===== src/core/compass_cfg.svh =====
// Constants, opcodes, storage layout and timing of the compass interpreter
// Summary of operation
// - Standby accepts and executes every command.
// - Query/continuous commands run, outcome not guaranteed.
// - Opcode 0x53 alone sleeps; takes 10 us.
// - 0x67 plus address buffers RAM byte, 70 us.
// - 0x47, address, data writes one RAM byte.
// - 0x77, address, data writes storage, 70 us.
// - 0x72 plus address buffers stored byte, 70 us.
// - 0x41 gives two-byte heading, high first, 6 ms.
// - 0x4F updates bridge offset, busy 6 ms.
// - 0x43 in standby enters calibration, 10 us.
// - 0x45 ends calibration, busy 14 ms.
// - 0x4C saves mode byte to storage, 125 us.
// - Read drives first bit right after address ack.
// - Two pending bytes go out in one read.
// - Bus address from storage location 0, default 0x42.
// - Location 6 holds sum count 1-16, default 4.
// - Location 5 holds settling ms, default 1.
// - Locations 1-4 hold X, Y offsets, high first.
// - Mode byte RAM 0x74, saved at 8, loads at power-up.
// - Output mode RAM 0x4E, heading after power-up.
// - Standby measures only on heading command.
// - Query mode measures anew after each read.
`ifndef COMPASS_CFG_SVH
`define COMPASS_CFG_SVH
`define CLK_MHZ 100
`define US_PER_MS 1000
`define T_SHORT_US 10
`define T_NV_US 70
`define T_WAKE_US 100
`define T_SAVE_US 125
`define T_HDG_MS 6
`define T_CALX_MS 14
`define TMR_W 21
`define OP_NV_WR 8'h77
`define OP_NV_RD 8'h72
`define OP_RAM_WR 8'h47
`define OP_RAM_RD 8'h67
`define OP_SLEEP 8'h53
`define OP_WAKE 8'h57
`define OP_OFFSET 8'h4f
`define OP_CAL_IN 8'h43
`define OP_CAL_OUT 8'h45
`define OP_SAVE 8'h4c
`define OP_HEADING 8'h41
`define NV_ADDR 4'h0
`define NV_XOFS_H 4'h1
`define NV_XOFS_L 4'h2
`define NV_YOFS_H 4'h3
`define NV_YOFS_L 4'h4
`define NV_SETTLE 4'h5
`define NV_SUM 4'h6
`define NV_VERSION 4'h7
`define NV_OPMODE 4'h8
`define NV_WORDS 9
`define RAM_OPMODE 8'h74
`define RAM_OUTMODE 8'h4e
`define RST_ADDR 8'h42
`define RST_OFS 8'h00
`define RST_SETTLE 8'h01
`define RST_SUM 8'h04
`define RST_OPMODE 8'h50
`define RST_OUTMODE 8'h00
`define SUM_MIN 8'h01
`define SUM_MAX 8'h10
`define NO_DATA 8'hff
`endif


===== src/core/compass_pkg.sv =====
// Types shared by the compass command interpreter
`default_nettype none
package compass_pkg;
	typedef enum logic [6:0] {
		S_IDLE = 7'h01,
		S_ADDR = 7'h02,
		S_AACK = 7'h04,
		S_WR = 7'h08,
		S_WACK = 7'h10,
		S_RD = 7'h20,
		S_RACK = 7'h40
	} bus_state_e;
	typedef enum logic [1:0] {
		MODE_STANDBY = 2'h0,
		MODE_QUERY = 2'h1,
		MODE_CONT = 2'h2
	} run_mode_e;
endpackage : compass_pkg
`default_nettype wire


===== src/core/compass_i2c_cmd.sv =====
// Two-wire slave and command interpreter of the digital compass
`timescale 1ns/1ps
`default_nettype none
`include "compass_cfg.svh"
module compass_i2c_cmd #(
	parameter int unsigned NV_CYC = `T_NV_US * `CLK_MHZ,
	parameter int unsigned WAKE_CYC = `T_WAKE_US * `CLK_MHZ,
	parameter int unsigned SAVE_CYC = `T_SAVE_US * `CLK_MHZ,
	parameter int unsigned HDG_CYC = `T_HDG_MS * `US_PER_MS * `CLK_MHZ,
	parameter int unsigned CALX_CYC = `T_CALX_MS * `US_PER_MS * `CLK_MHZ,
	parameter logic [7:0] FW_VERSION = 8'h02 // Arbitrary value
) (
	input wire logic clk,
	input wire logic rst_b,
	input wire logic scl,
	input wire logic sda_in,
	output logic sda_out,
	output logic sda_oe,
	input wire logic [15:0] heading_in,
	output logic meas_start,
	output logic offset_update,
	output logic cal_active,
	output logic cal_finish,
	output logic asleep,
	output compass_pkg::run_mode_e run_mode,
	output logic [7:0] out_mode,
	output logic [15:0] x_offset,
	output logic [15:0] y_offset,
	output logic [7:0] settle_ms,
	output logic [7:0] sum_count
);
	import compass_pkg::*;

	localparam int unsigned SHORT_CYC = `T_SHORT_US * `CLK_MHZ;

	logic scl_s, sda_s, scl_q_r, sda_q_r;
	logic scl_rise, scl_fall, start_c, stop_c;
	bus_state_e st_r, st_nxt;
	logic [7:0] sh_r, sh_nxt;
	logic [3:0] cnt_r, cnt_nxt;
	logic rd_r, rd_nxt, mack_r, mack_nxt, ridx_r, ridx_nxt;
	logic oe_r, oe_nxt;
	logic [1:0] bidx_r, bidx_nxt;
	logic [7:0] b0_r, b0_nxt, b1_r, b1_nxt, b2_r, b2_nxt;
	logic exec_c, rd_end_c, busy, tdone;
	logic [7:0] nv_r [0:`NV_WORDS-1];
	logic [7:0] ram_mem [0:255];
	logic nv_we, ram_we;
	logic [3:0] nv_wa;
	logic [7:0] opm_r, opm_nxt, outm_r, outm_nxt;
	logic [7:0] resp0_r, resp0_nxt, resp1_r, resp1_nxt;
	logic init_r, init_nxt, hdg_r, hdg_nxt;
	logic sleep_r, sleep_nxt, cal_r, cal_nxt;
	logic meas_r, meas_nxt, ofs_r, ofs_nxt, calf_r, calf_nxt;
	logic tload;
	logic [`TMR_W-1:0] tcyc;
	run_mode_e mode_r, mode_nxt;

	// Both bus lines come from another party's clock
	pin_sync #(
		.W(2)
	) u_sync (
		.clk(clk),
		.rst_b(rst_b),
		.din({scl, sda_in}),
		.dout({scl_s, sda_s})
	);

	// Holds every response but the 0x43 result outside standby, and NACKs the bus while a command runs
	cmd_timer u_timer (
		.clk(clk),
		.rst_b(rst_b),
		.load(tload),
		.cycles(tcyc),
		.busy(busy),
		.done(tdone)
	);

	// Bus edges and conditions, seen on the synchronised lines only
	assign scl_rise = scl_s & ~scl_q_r;
	assign scl_fall = ~scl_s & scl_q_r;
	assign start_c = scl_s & scl_q_r & sda_q_r & ~sda_s;
	assign stop_c = scl_s & scl_q_r & ~sda_q_r & sda_s;
	// A write only acts once its stop arrives, so arguments are complete
	assign exec_c = stop_c & ~rd_r & (bidx_r != 2'h0);
	// Master NACK ends a read
	assign rd_end_c = (st_r == S_RACK) & scl_fall & ~mack_r;

	// Serial engine: address, write bytes, read bytes, acknowledges
	always_comb begin
		st_nxt = st_r;
		sh_nxt = sh_r;
		cnt_nxt = cnt_r;
		rd_nxt = rd_r;
		mack_nxt = mack_r;
		ridx_nxt = ridx_r;
		oe_nxt = oe_r;
		bidx_nxt = bidx_r;
		b0_nxt = b0_r;
		b1_nxt = b1_r;
		b2_nxt = b2_r;
		if (start_c) begin
			st_nxt = S_ADDR;
			cnt_nxt = 4'h0;
			oe_nxt = 1'b0;
			bidx_nxt = 2'h0;
		end else if (stop_c) begin
			st_nxt = S_IDLE;
			oe_nxt = 1'b0;
		end else begin
			unique case (st_r)
				S_IDLE: begin
					oe_nxt = 1'b0;
				end
				S_ADDR, S_WR: begin
					if (scl_rise) begin
						sh_nxt = {sh_r[6:0], sda_s};
						cnt_nxt = cnt_r + 4'h1;
					end else if (scl_fall && cnt_r == 4'h8) begin
						cnt_nxt = 4'h0;
						if (st_r == S_ADDR) begin
							// Busy device stays off the bus
							if (sh_r[7:1] == nv_r[`NV_ADDR][7:1] && !busy) begin
								st_nxt = S_AACK;
								rd_nxt = sh_r[0];
								oe_nxt = 1'b1;
							end else begin
								st_nxt = S_IDLE;
							end
						end else begin
							st_nxt = S_WACK;
							oe_nxt = 1'b1;
							// Bytes past the third are acked and dropped
							if (bidx_r == 2'h0) begin
								b0_nxt = sh_r;
							end
							if (bidx_r == 2'h1) begin
								b1_nxt = sh_r;
							end
							if (bidx_r == 2'h2) begin
								b2_nxt = sh_r;
							end
							if (bidx_r != 2'h3) begin
								bidx_nxt = bidx_r + 2'h1;
							end
						end
					end
				end
				S_AACK, S_WACK: begin
					if (scl_fall) begin
						if (st_r == S_AACK && rd_r) begin
							// First data bit follows the ack at once
							st_nxt = S_RD;
							sh_nxt = resp0_r;
							oe_nxt = ~resp0_r[7];
							cnt_nxt = 4'h1;
							ridx_nxt = 1'b1;
						end else begin
							st_nxt = S_WR;
							oe_nxt = 1'b0;
						end
					end
				end
				S_RD: begin
					if (scl_fall) begin
						if (cnt_r == 4'h8) begin
							st_nxt = S_RACK;
							oe_nxt = 1'b0;
						end else begin
							sh_nxt = {sh_r[6:0], 1'b0};
							oe_nxt = ~sh_r[6];
							cnt_nxt = cnt_r + 4'h1;
						end
					end
				end
				S_RACK: begin
					if (scl_rise) begin
						mack_nxt = ~sda_s;
					end else if (scl_fall) begin
						if (mack_r) begin
							// Second byte follows in the same read
							st_nxt = S_RD;
							sh_nxt = ridx_r ? resp1_r : `NO_DATA;
							oe_nxt = ridx_r ? ~resp1_r[7] : 1'b0;
							cnt_nxt = 4'h1;
							ridx_nxt = 1'b0;
						end else begin
							st_nxt = S_IDLE;
						end
					end
				end
			endcase
		end
	end

	always_ff @(posedge clk or negedge rst_b) begin
		if (!rst_b) begin
			scl_q_r <= 1'b1;
			sda_q_r <= 1'b1;
			st_r <= S_IDLE;
			sh_r <= 8'h00;
			cnt_r <= 4'h0;
			rd_r <= 1'b0;
			mack_r <= 1'b0;
			ridx_r <= 1'b0;
			oe_r <= 1'b0;
			bidx_r <= 2'h0;
			b0_r <= 8'h00;
			b1_r <= 8'h00;
			b2_r <= 8'h00;
		end else begin
			scl_q_r <= scl_s;
			sda_q_r <= sda_s;
			st_r <= st_nxt;
			sh_r <= sh_nxt;
			cnt_r <= cnt_nxt;
			rd_r <= rd_nxt;
			mack_r <= mack_nxt;
			ridx_r <= ridx_nxt;
			oe_r <= oe_nxt;
			bidx_r <= bidx_nxt;
			b0_r <= b0_nxt;
			b1_r <= b1_nxt;
			b2_r <= b2_nxt;
		end
	end

	// Command execution; modes do not gate decoding, as outcome there
	// is the host's risk
	always_comb begin
		opm_nxt = opm_r;
		outm_nxt = outm_r;
		resp0_nxt = resp0_r;
		resp1_nxt = resp1_r;
		init_nxt = 1'b1;
		hdg_nxt = hdg_r;
		sleep_nxt = sleep_r;
		cal_nxt = cal_r;
		meas_nxt = 1'b0;
		ofs_nxt = 1'b0;
		calf_nxt = 1'b0;
		tload = 1'b0;
		tcyc = '0;
		nv_we = 1'b0;
		nv_wa = b1_r[3:0];
		ram_we = 1'b0;
		// Saved mode becomes the live mode once after power-up
		if (!init_r) begin
			opm_nxt = nv_r[`NV_OPMODE];
		end
		// Heading lands in the buffer when the delay ends
		if (tdone && hdg_r) begin
			resp0_nxt = heading_in[15:8];
			resp1_nxt = heading_in[7:0];
			hdg_nxt = 1'b0;
		end
		// Query mode refreshes once the host has read
		if (rd_end_c && mode_r == MODE_QUERY) begin
			meas_nxt = 1'b1;
		end
		// Asleep, only the wake opcode is honoured
		if (exec_c && (!sleep_r || b0_r == `OP_WAKE)) begin
			case (b0_r)
				`OP_NV_WR: begin
					// Version is read-only; sum count keeps its range
					if (bidx_r == 2'h3 && b1_r <= 8'(`NV_OPMODE)
							&& b1_r != 8'(`NV_VERSION)
							&& (b1_r != 8'(`NV_SUM)
							|| (b2_r >= `SUM_MIN && b2_r <= `SUM_MAX))) begin
						nv_we = 1'b1;
					end
					tload = 1'b1;
					tcyc = `TMR_W'(NV_CYC);
				end
				`OP_NV_RD: begin
					resp0_nxt = (b1_r <= 8'(`NV_OPMODE)) ? nv_r[b1_r[3:0]]
						: `NO_DATA;
					tload = 1'b1;
					tcyc = `TMR_W'(NV_CYC);
				end
				`OP_RAM_WR: begin
					if (bidx_r == 2'h3) begin
						ram_we = 1'b1;
						if (b1_r == `RAM_OPMODE) begin
							opm_nxt = b2_r;
						end
						if (b1_r == `RAM_OUTMODE) begin
							outm_nxt = b2_r;
						end
					end
					tload = 1'b1;
					tcyc = `TMR_W'(NV_CYC);
				end
				`OP_RAM_RD: begin
					if (b1_r == `RAM_OPMODE) begin
						resp0_nxt = opm_r;
					end else if (b1_r == `RAM_OUTMODE) begin
						resp0_nxt = outm_r;
					end else begin
						resp0_nxt = ram_mem[b1_r];
					end
					tload = 1'b1;
					tcyc = `TMR_W'(NV_CYC);
				end
				`OP_SLEEP: begin
					if (bidx_r == 2'h1) begin
						sleep_nxt = 1'b1;
						tload = 1'b1;
						tcyc = `TMR_W'(SHORT_CYC);
					end
				end
				`OP_WAKE: begin
					sleep_nxt = 1'b0;
					tload = 1'b1;
					tcyc = `TMR_W'(WAKE_CYC);
				end
				`OP_OFFSET: begin
					ofs_nxt = 1'b1;
					tload = 1'b1;
					tcyc = `TMR_W'(HDG_CYC);
				end
				`OP_CAL_IN: begin
					if (mode_r == MODE_STANDBY) begin
						cal_nxt = 1'b1;
						tload = 1'b1;
						tcyc = `TMR_W'(SHORT_CYC);
					end else begin
						// Latest result is ready at once
						resp0_nxt = heading_in[15:8];
						resp1_nxt = heading_in[7:0];
					end
				end
				`OP_CAL_OUT: begin
					cal_nxt = 1'b0;
					calf_nxt = cal_r;
					tload = 1'b1;
					tcyc = `TMR_W'(CALX_CYC);
				end
				`OP_SAVE: begin
					nv_we = 1'b1;
					nv_wa = `NV_OPMODE;
					tload = 1'b1;
					tcyc = `TMR_W'(SAVE_CYC);
				end
				`OP_HEADING: begin
					// Standby measures only here
					meas_nxt = 1'b1;
					hdg_nxt = 1'b1;
					tload = 1'b1;
					tcyc = `TMR_W'(HDG_CYC);
				end
				default: begin
					tload = 1'b0;
				end
			endcase
		end
		unique case (opm_nxt[1:0])
			2'h1: mode_nxt = MODE_QUERY;
			2'h2: mode_nxt = MODE_CONT;
			default: mode_nxt = MODE_STANDBY;
		endcase
	end

	// Storage resets to factory contents; RAM holds no reset
	always_ff @(posedge clk or negedge rst_b) begin
		if (!rst_b) begin
			nv_r[`NV_ADDR] <= `RST_ADDR;
			nv_r[`NV_XOFS_H] <= `RST_OFS;
			nv_r[`NV_XOFS_L] <= `RST_OFS;
			nv_r[`NV_YOFS_H] <= `RST_OFS;
			nv_r[`NV_YOFS_L] <= `RST_OFS;
			nv_r[`NV_SETTLE] <= `RST_SETTLE;
			nv_r[`NV_SUM] <= `RST_SUM;
			nv_r[`NV_VERSION] <= FW_VERSION;
			nv_r[`NV_OPMODE] <= `RST_OPMODE;
		end else if (nv_we) begin
			nv_r[nv_wa] <= (nv_wa == `NV_OPMODE && b0_r == `OP_SAVE)
				? opm_r : b2_r;
		end
	end

	always_ff @(posedge clk) begin
		if (ram_we) begin
			ram_mem[b1_r] <= b2_r;
		end
	end

	always_ff @(posedge clk or negedge rst_b) begin
		if (!rst_b) begin
			opm_r <= `RST_OPMODE;
			outm_r <= `RST_OUTMODE;
			resp0_r <= `NO_DATA;
			resp1_r <= `NO_DATA;
			init_r <= 1'b0;
			hdg_r <= 1'b0;
			sleep_r <= 1'b0;
			cal_r <= 1'b0;
			meas_r <= 1'b0;
			ofs_r <= 1'b0;
			calf_r <= 1'b0;
			mode_r <= MODE_STANDBY;
		end else begin
			opm_r <= opm_nxt;
			outm_r <= outm_nxt;
			resp0_r <= resp0_nxt;
			resp1_r <= resp1_nxt;
			init_r <= init_nxt;
			hdg_r <= hdg_nxt;
			sleep_r <= sleep_nxt;
			cal_r <= cal_nxt;
			meas_r <= meas_nxt;
			ofs_r <= ofs_nxt;
			calf_r <= calf_nxt;
			mode_r <= mode_nxt;
		end
	end

	// Open drain: only ever pulls low
	assign sda_out = 1'b0;
	assign sda_oe = oe_r;
	assign meas_start = meas_r;
	assign offset_update = ofs_r;
	assign cal_active = cal_r;
	assign cal_finish = calf_r;
	assign asleep = sleep_r;
	assign run_mode = mode_r;
	assign out_mode = outm_r;
	// Offsets are stored high byte first
	assign x_offset = {nv_r[`NV_XOFS_H], nv_r[`NV_XOFS_L]};
	assign y_offset = {nv_r[`NV_YOFS_H], nv_r[`NV_YOFS_L]};
	assign settle_ms = nv_r[`NV_SETTLE];
	assign sum_count = nv_r[`NV_SUM];
endmodule : compass_i2c_cmd
`default_nettype wire


===== src/core/pin_sync.sv =====
// Two-stage synchroniser for pins from outside the clock domain
`timescale 1ns/1ps
`default_nettype none
module pin_sync #(
	parameter int W = 2
) (
	input wire logic clk,
	input wire logic rst_b,
	input wire logic [W-1:0] din,
	output logic [W-1:0] dout
);
	logic [W-1:0] meta_r;

	// Idle bus lines float high, so both stages reset high
	always_ff @(posedge clk or negedge rst_b) begin
		if (!rst_b) begin
			meta_r <= '1;
			dout <= '1;
		end else begin
			meta_r <= din;
			dout <= meta_r;
		end
	end
endmodule : pin_sync
`default_nettype wire


===== src/core/cmd_timer.sv =====
// Down-counter that holds the interpreter busy for a command delay
`timescale 1ns/1ps
`default_nettype none
`include "compass_cfg.svh"
module cmd_timer (
	input wire logic clk,
	input wire logic rst_b,
	input wire logic load,
	input wire logic [`TMR_W-1:0] cycles,
	output logic busy,
	output logic done
);
	logic [`TMR_W-1:0] cnt_r;
	logic [`TMR_W-1:0] cnt_nxt;

	// A new load restarts the count
	always_comb begin
		cnt_nxt = cnt_r;
		if (load) begin
			cnt_nxt = cycles;
		end else if (cnt_r != '0) begin
			cnt_nxt = cnt_r - `TMR_W'(1);
		end
	end

	always_ff @(posedge clk or negedge rst_b) begin
		if (!rst_b) begin
			cnt_r <= '0;
		end else begin
			cnt_r <= cnt_nxt;
		end
	end

	assign busy = (cnt_r != '0);
	assign done = (cnt_r == `TMR_W'(1)); // Last busy cycle
endmodule : cmd_timer
`default_nettype wire


===== config.mk =====
export PLATFORM = sky130hd
export DESIGN_NAME = compass_i2c_cmd
export DESIGN_NICKNAME = d
export VERILOG_FILES = /design/src/core/compass_pkg.sv /design/src/core/compass_i2c_cmd.sv /design/src/core/pin_sync.sv /design/src/core/cmd_timer.sv
export VERILOG_INCLUDE_DIRS = /design/src /design/src/core
export SDC_FILE = /design/constraint.sdc
export NUM_CORES = 2
export LEC_CHECK = 0
export ABC_CLOCK_PERIOD_IN_PS = 8800
export BUFFER_PORTS_ARGS = -buffer_cell sky130_fd_sc_hd__buf_4
export CAP_MARGIN = 0
export CORE_MARGIN = 5
export CORE_UTILIZATION = 30
export DETAILED_ROUTE_END_ITERATION = 12
export SLEW_MARGIN = 20
export SYNTH_ARGS = -nofsm -noshare
export SYNTH_HDL_FRONTEND = slang
export SYNTH_SLANG_ARGS = --single-unit

===== constraint.sdc =====
create_clock -name clk -period 8.8 [get_ports clk]
set_clock_uncertainty 0.05 [all_clocks]
set_input_delay 0.44 -clock clk [delete_from_list [all_inputs] [get_ports clk]]
set_output_delay 0.44 -clock clk [all_outputs]
set_load 0.01 [all_outputs]

==> impl_metrics.toml <==
[synthesis]
synth_seq_cells = 2237
synth_nets = 4720
synthFlopType = "edfxtp_1"
async_flop_share_pct = 8.45
yosysUniqueCellTypes = 87
yosysSeqAreaShare_pct = 74.0
synth_edf_count = 2048
synth_cells = 4691
synth.avg_cell_area_um2 = 19.1
yosys_warnings = 0
syn_area_um2 = 89500

[die]
num_io_pins = 85
rows = 200
dieArea_um2 = 309000
initial_core_util_pct = 30.1
die_y_um = 556
core-area_um2 = 297000
die_x_um = 556

[timing]
finalMaxSlewViolations = 0
finalCritPeriodShare_pct = 59.8
tns_ns = 0
slew_headroom_pct = 18.7
fmax_ghz = 0.190
hold_viol_final = 0
grt_setup_unrepaired = "false"
setup_viol = 0
tightestPinTransition_ns = 1.22
period_needed_ns = 5.26

[cts]
ctsHtreeMaxLevel = 4
cts_setup_buffers = 0
clkSinkCount = 2237
cts_tree = "yes"
cts_max_path_buffers = 3
clk_pin_slew_ns = 0.06
cts_root_buf = "clkbuf_16"
cts_buffers = 225
holdBufCountCts = 13
clock_latency_ns = 0.87
post_cts_resized = 0

[grt]
antenna_found_initial = 7
grt_pass1_vias = 47193
gr-total-overflow = 0
grtUsageTotal_pct = 16.1
grt_max_degree = 225
grt_pass1_wl_mm = 362

[route]
avgRoutedWirePerCell_um = 28.6
drc = 0
dr.pass1.iters = 8
wl_mm = 255
drt_iter0_drc = 6055
vias = 47640
vias_per_cell = 5.33
antenna_left = 0

[run_status]
status = "completed"

[setup_path]
cp_slowest_cell = "dfrtp_4"
critPathMaxFanout = 78
critPathMaxStageDelay_ns = 0.80
cp_num_buf_inv = 3
cp.arrival_ns = 5.95
path_cells = "buf_12, buf_4, mux4_2, o22ai_1, a2111oi_1, buf_4, a311oi_1, nand3_1, a31oi_1, o21ai_0"
required_ns = 9.49
path_delay_family = "compound AO/OA/AOI/OAI gates"
critical_path_class = "reg -> reg"
critPathCaptureType = "flop"
path_common_cell = "buf_4"
startpoint_type = "flop"

[hold_path]
hold_path_class = "in -> async"

[pwr]
power.leakage_nw = 27.4
ir_drop_mv = 0.167
powerDensity_nw_per_um2 = 211
p_total_mw = 21.6

[place]
hpwl_mm = 158
portBuffers = 83
gp_congestion = 0.893

[final_layout]
syn_to_final_growth_pct = 14.1
final_nets = 4821
drive_above_1_share_pct = 24.2
n_fill_cell = 27635

[run]
drv_cap = 0
[layer usage]
metal / up-vias / track usage (%) / share of wire (%)
met5: - / 0.578 / 0.086
met4: 6 / 6.21 / 4.4
met3: 540 / 4.56 / 9.7
met2: 2480 / 25.2 / 46
met1: 25328 / 21.2 / 40
li1: 19286 / - / -
[cells in the mapped netlist, types with 10 or more instances]
library cell  count  area (um^2)
clkbuf_1        142          533
or3_1            12         75.1
buf_1            16         60.1
a221oi_1         23          201
xnor2_1          14          123
a22oi_1          73          548
o2111ai_1        10         87.6
nand3_1          66          330
buf_4            84          631
o221ai_1         13          114
o22ai_1          22          138
mux2i_1         143         1430
a211oi_1         18          135
buf_2            64          320
dfrtp_1         157         3930
o31ai_1          10         75.1
xor2_1           15          131
edfxtp_1       2048        61500
nor2_1          338         1270
inv_1            26         97.6
nor4_1           16          100
mux4_2          518        11700
nand2b_1         12         75.1
mux2_2           61          687
nor3_1           32          160
and2_1           11         68.8
o21ai_0         123          616
nand2_1         231          867
dfstp_2          32          841
a21oi_1          78          390
o21ai_1          11         55.1
nand4_1          32          200
o211ai_1         18          135
nor2b_1          15         93.8
a31oi_1          14         87.6
buf_6            29          327
[cell usage in the layout, fill, tap and decap left out, drive strengths merged, types with 10 or more instances in the layout]
| cell type | instances |
|---|---|
| edfxtp | 2048 |
| mux4 | 518 |
| nor2 | 338 |
| clkbuf | 256 |
| nand2 | 231 |
| buf | 196 |
| dfrtp | 157 |
| mux2i | 143 |
| o21ai | 134 |
| clkinv | 116 |
| a21oi | 80 |
| a22oi | 73 |
| nand3 | 66 |
| mux2 | 61 |
| inv | 37 |
| bufinv | 33 |
| nand4 | 32 |
| dfstp | 32 |
| nor3 | 32 |
| a221oi | 23 |
| o22ai | 22 |
| o211ai | 18 |
| a211oi | 18 |
| nor4 | 18 |
| clkinvlp | 16 |
| xor2 | 15 |
| nor2b | 15 |
| a31oi | 14 |
| xnor2 | 14 |
| o221ai | 13 |
| dlygate4sd3 | 13 |
| nand2b | 12 |
| or3 | 12 |
| and2 | 12 |
| o31ai | 10 |
| o2111ai | 10 |
[registers in the layout, indices dropped and copies added (netlist names), 16 cells and up]
register	cells
ram_mem	2048
nv_r	24
u_timer.cnt_r	21
x_offset	16
y_offset	16
[path summary, 6_finish.rpt]
kind / startpoint / end / slack (ns) / cells after the start
setup / recovery: b1_r[0]$_DFFE_PN0P_ / resp0_r[2]$_DFF_PN1_ / 3.54 / 10
hold / removal: rst_b / x_offset[2]$_DFFE_PN0P_ / 0.09 / 2
setup reg to reg: b1_r[0]$_DFFE_PN0P_ / resp0_r[2]$_DFF_PN1_ / 3.54 / 10
hold reg to reg: u_sync.meta_r[1]$_DFF_PN1_ / u_sync.dout[1]$_DFF_PN1_ / 0.31 / 0
max in group asynchronous: rst_b / b1_r[2]$_DFFE_PN0P_ / 7.23 / 3
min in group clk: heading_in[15] / resp0_r[7]$_DFF_PN1_ / 0.15 / 4
[area by class of cell]
type                            instances  area (um^2)  share of cell area [%]
Tap cell                             3939         4930                    4.82
Multi-Input combinational cell       2088        21400                    21.0
Clock inverter                        172         1850                    1.81
Clock buffer                          255         5760                    5.64
Antenna cell                            7         17.5                  0.0171
Inverter                               30          118                   0.115
Timing Repair Buffer                  210         1750                    1.71
Sequential cell                      2237        66300                    64.9
[power breakdown]
| part | internal, mW | total, mW | leakage [nW] | switching, mW |
|---|---|---|---|---|
| Combinational | 0.0745 | 0.184 | 5.86 | 0.110 |
| Sequential | 11.5 | 11.5 | 17.8 | 0.0614 |
| Clock | 5.69 | 9.85 | 3.69 | 4.16 |
| Total | 17.2 | 21.6 | 27.4 | 4.34 |
[through the flow]
stage / instance area, um^2 / worst slack (ns) / hold slack, ns / cells / utilization [%]
detailed placement: 94400 / 3.67 / 0.297 / 8490 / 31.8
finish: 102000 / 3.54 / 0.0929 / 8938 / 34.4
CTS: 102000 / 3.64 / 0.0437 / 8930 / 34.4
global placement: 94300 / 3.77 / 0.306 / 8490 / 31.8
global route: 102000 / 3.43 / 0.108 / 8933 / 34.4
floorplan: 89500 / 3.57 / 0.0944 / 4691 / -
[logic make-up (layout without fill, tap and decap cells)]
group | after synthesis | in the layout | synth area share, %
flip-flops | 2237 | 2237 | 74.0
multiplexers | 722 | 722 | 15.4
buffers and inverters | 366 | 667 | 2.22
AO/OA/AOI/OAI | 486 | 486 | 3.60
XOR/XNOR | 29 | 29 | 0.284
adder cells (fa/ha/maj) | 9 | 9 | 0.126
other | 2 | 9 | 0.00839
AND/OR/NAND/NOR | 840 | 840 | 4.34
Power figures use the tool's default switching activity.
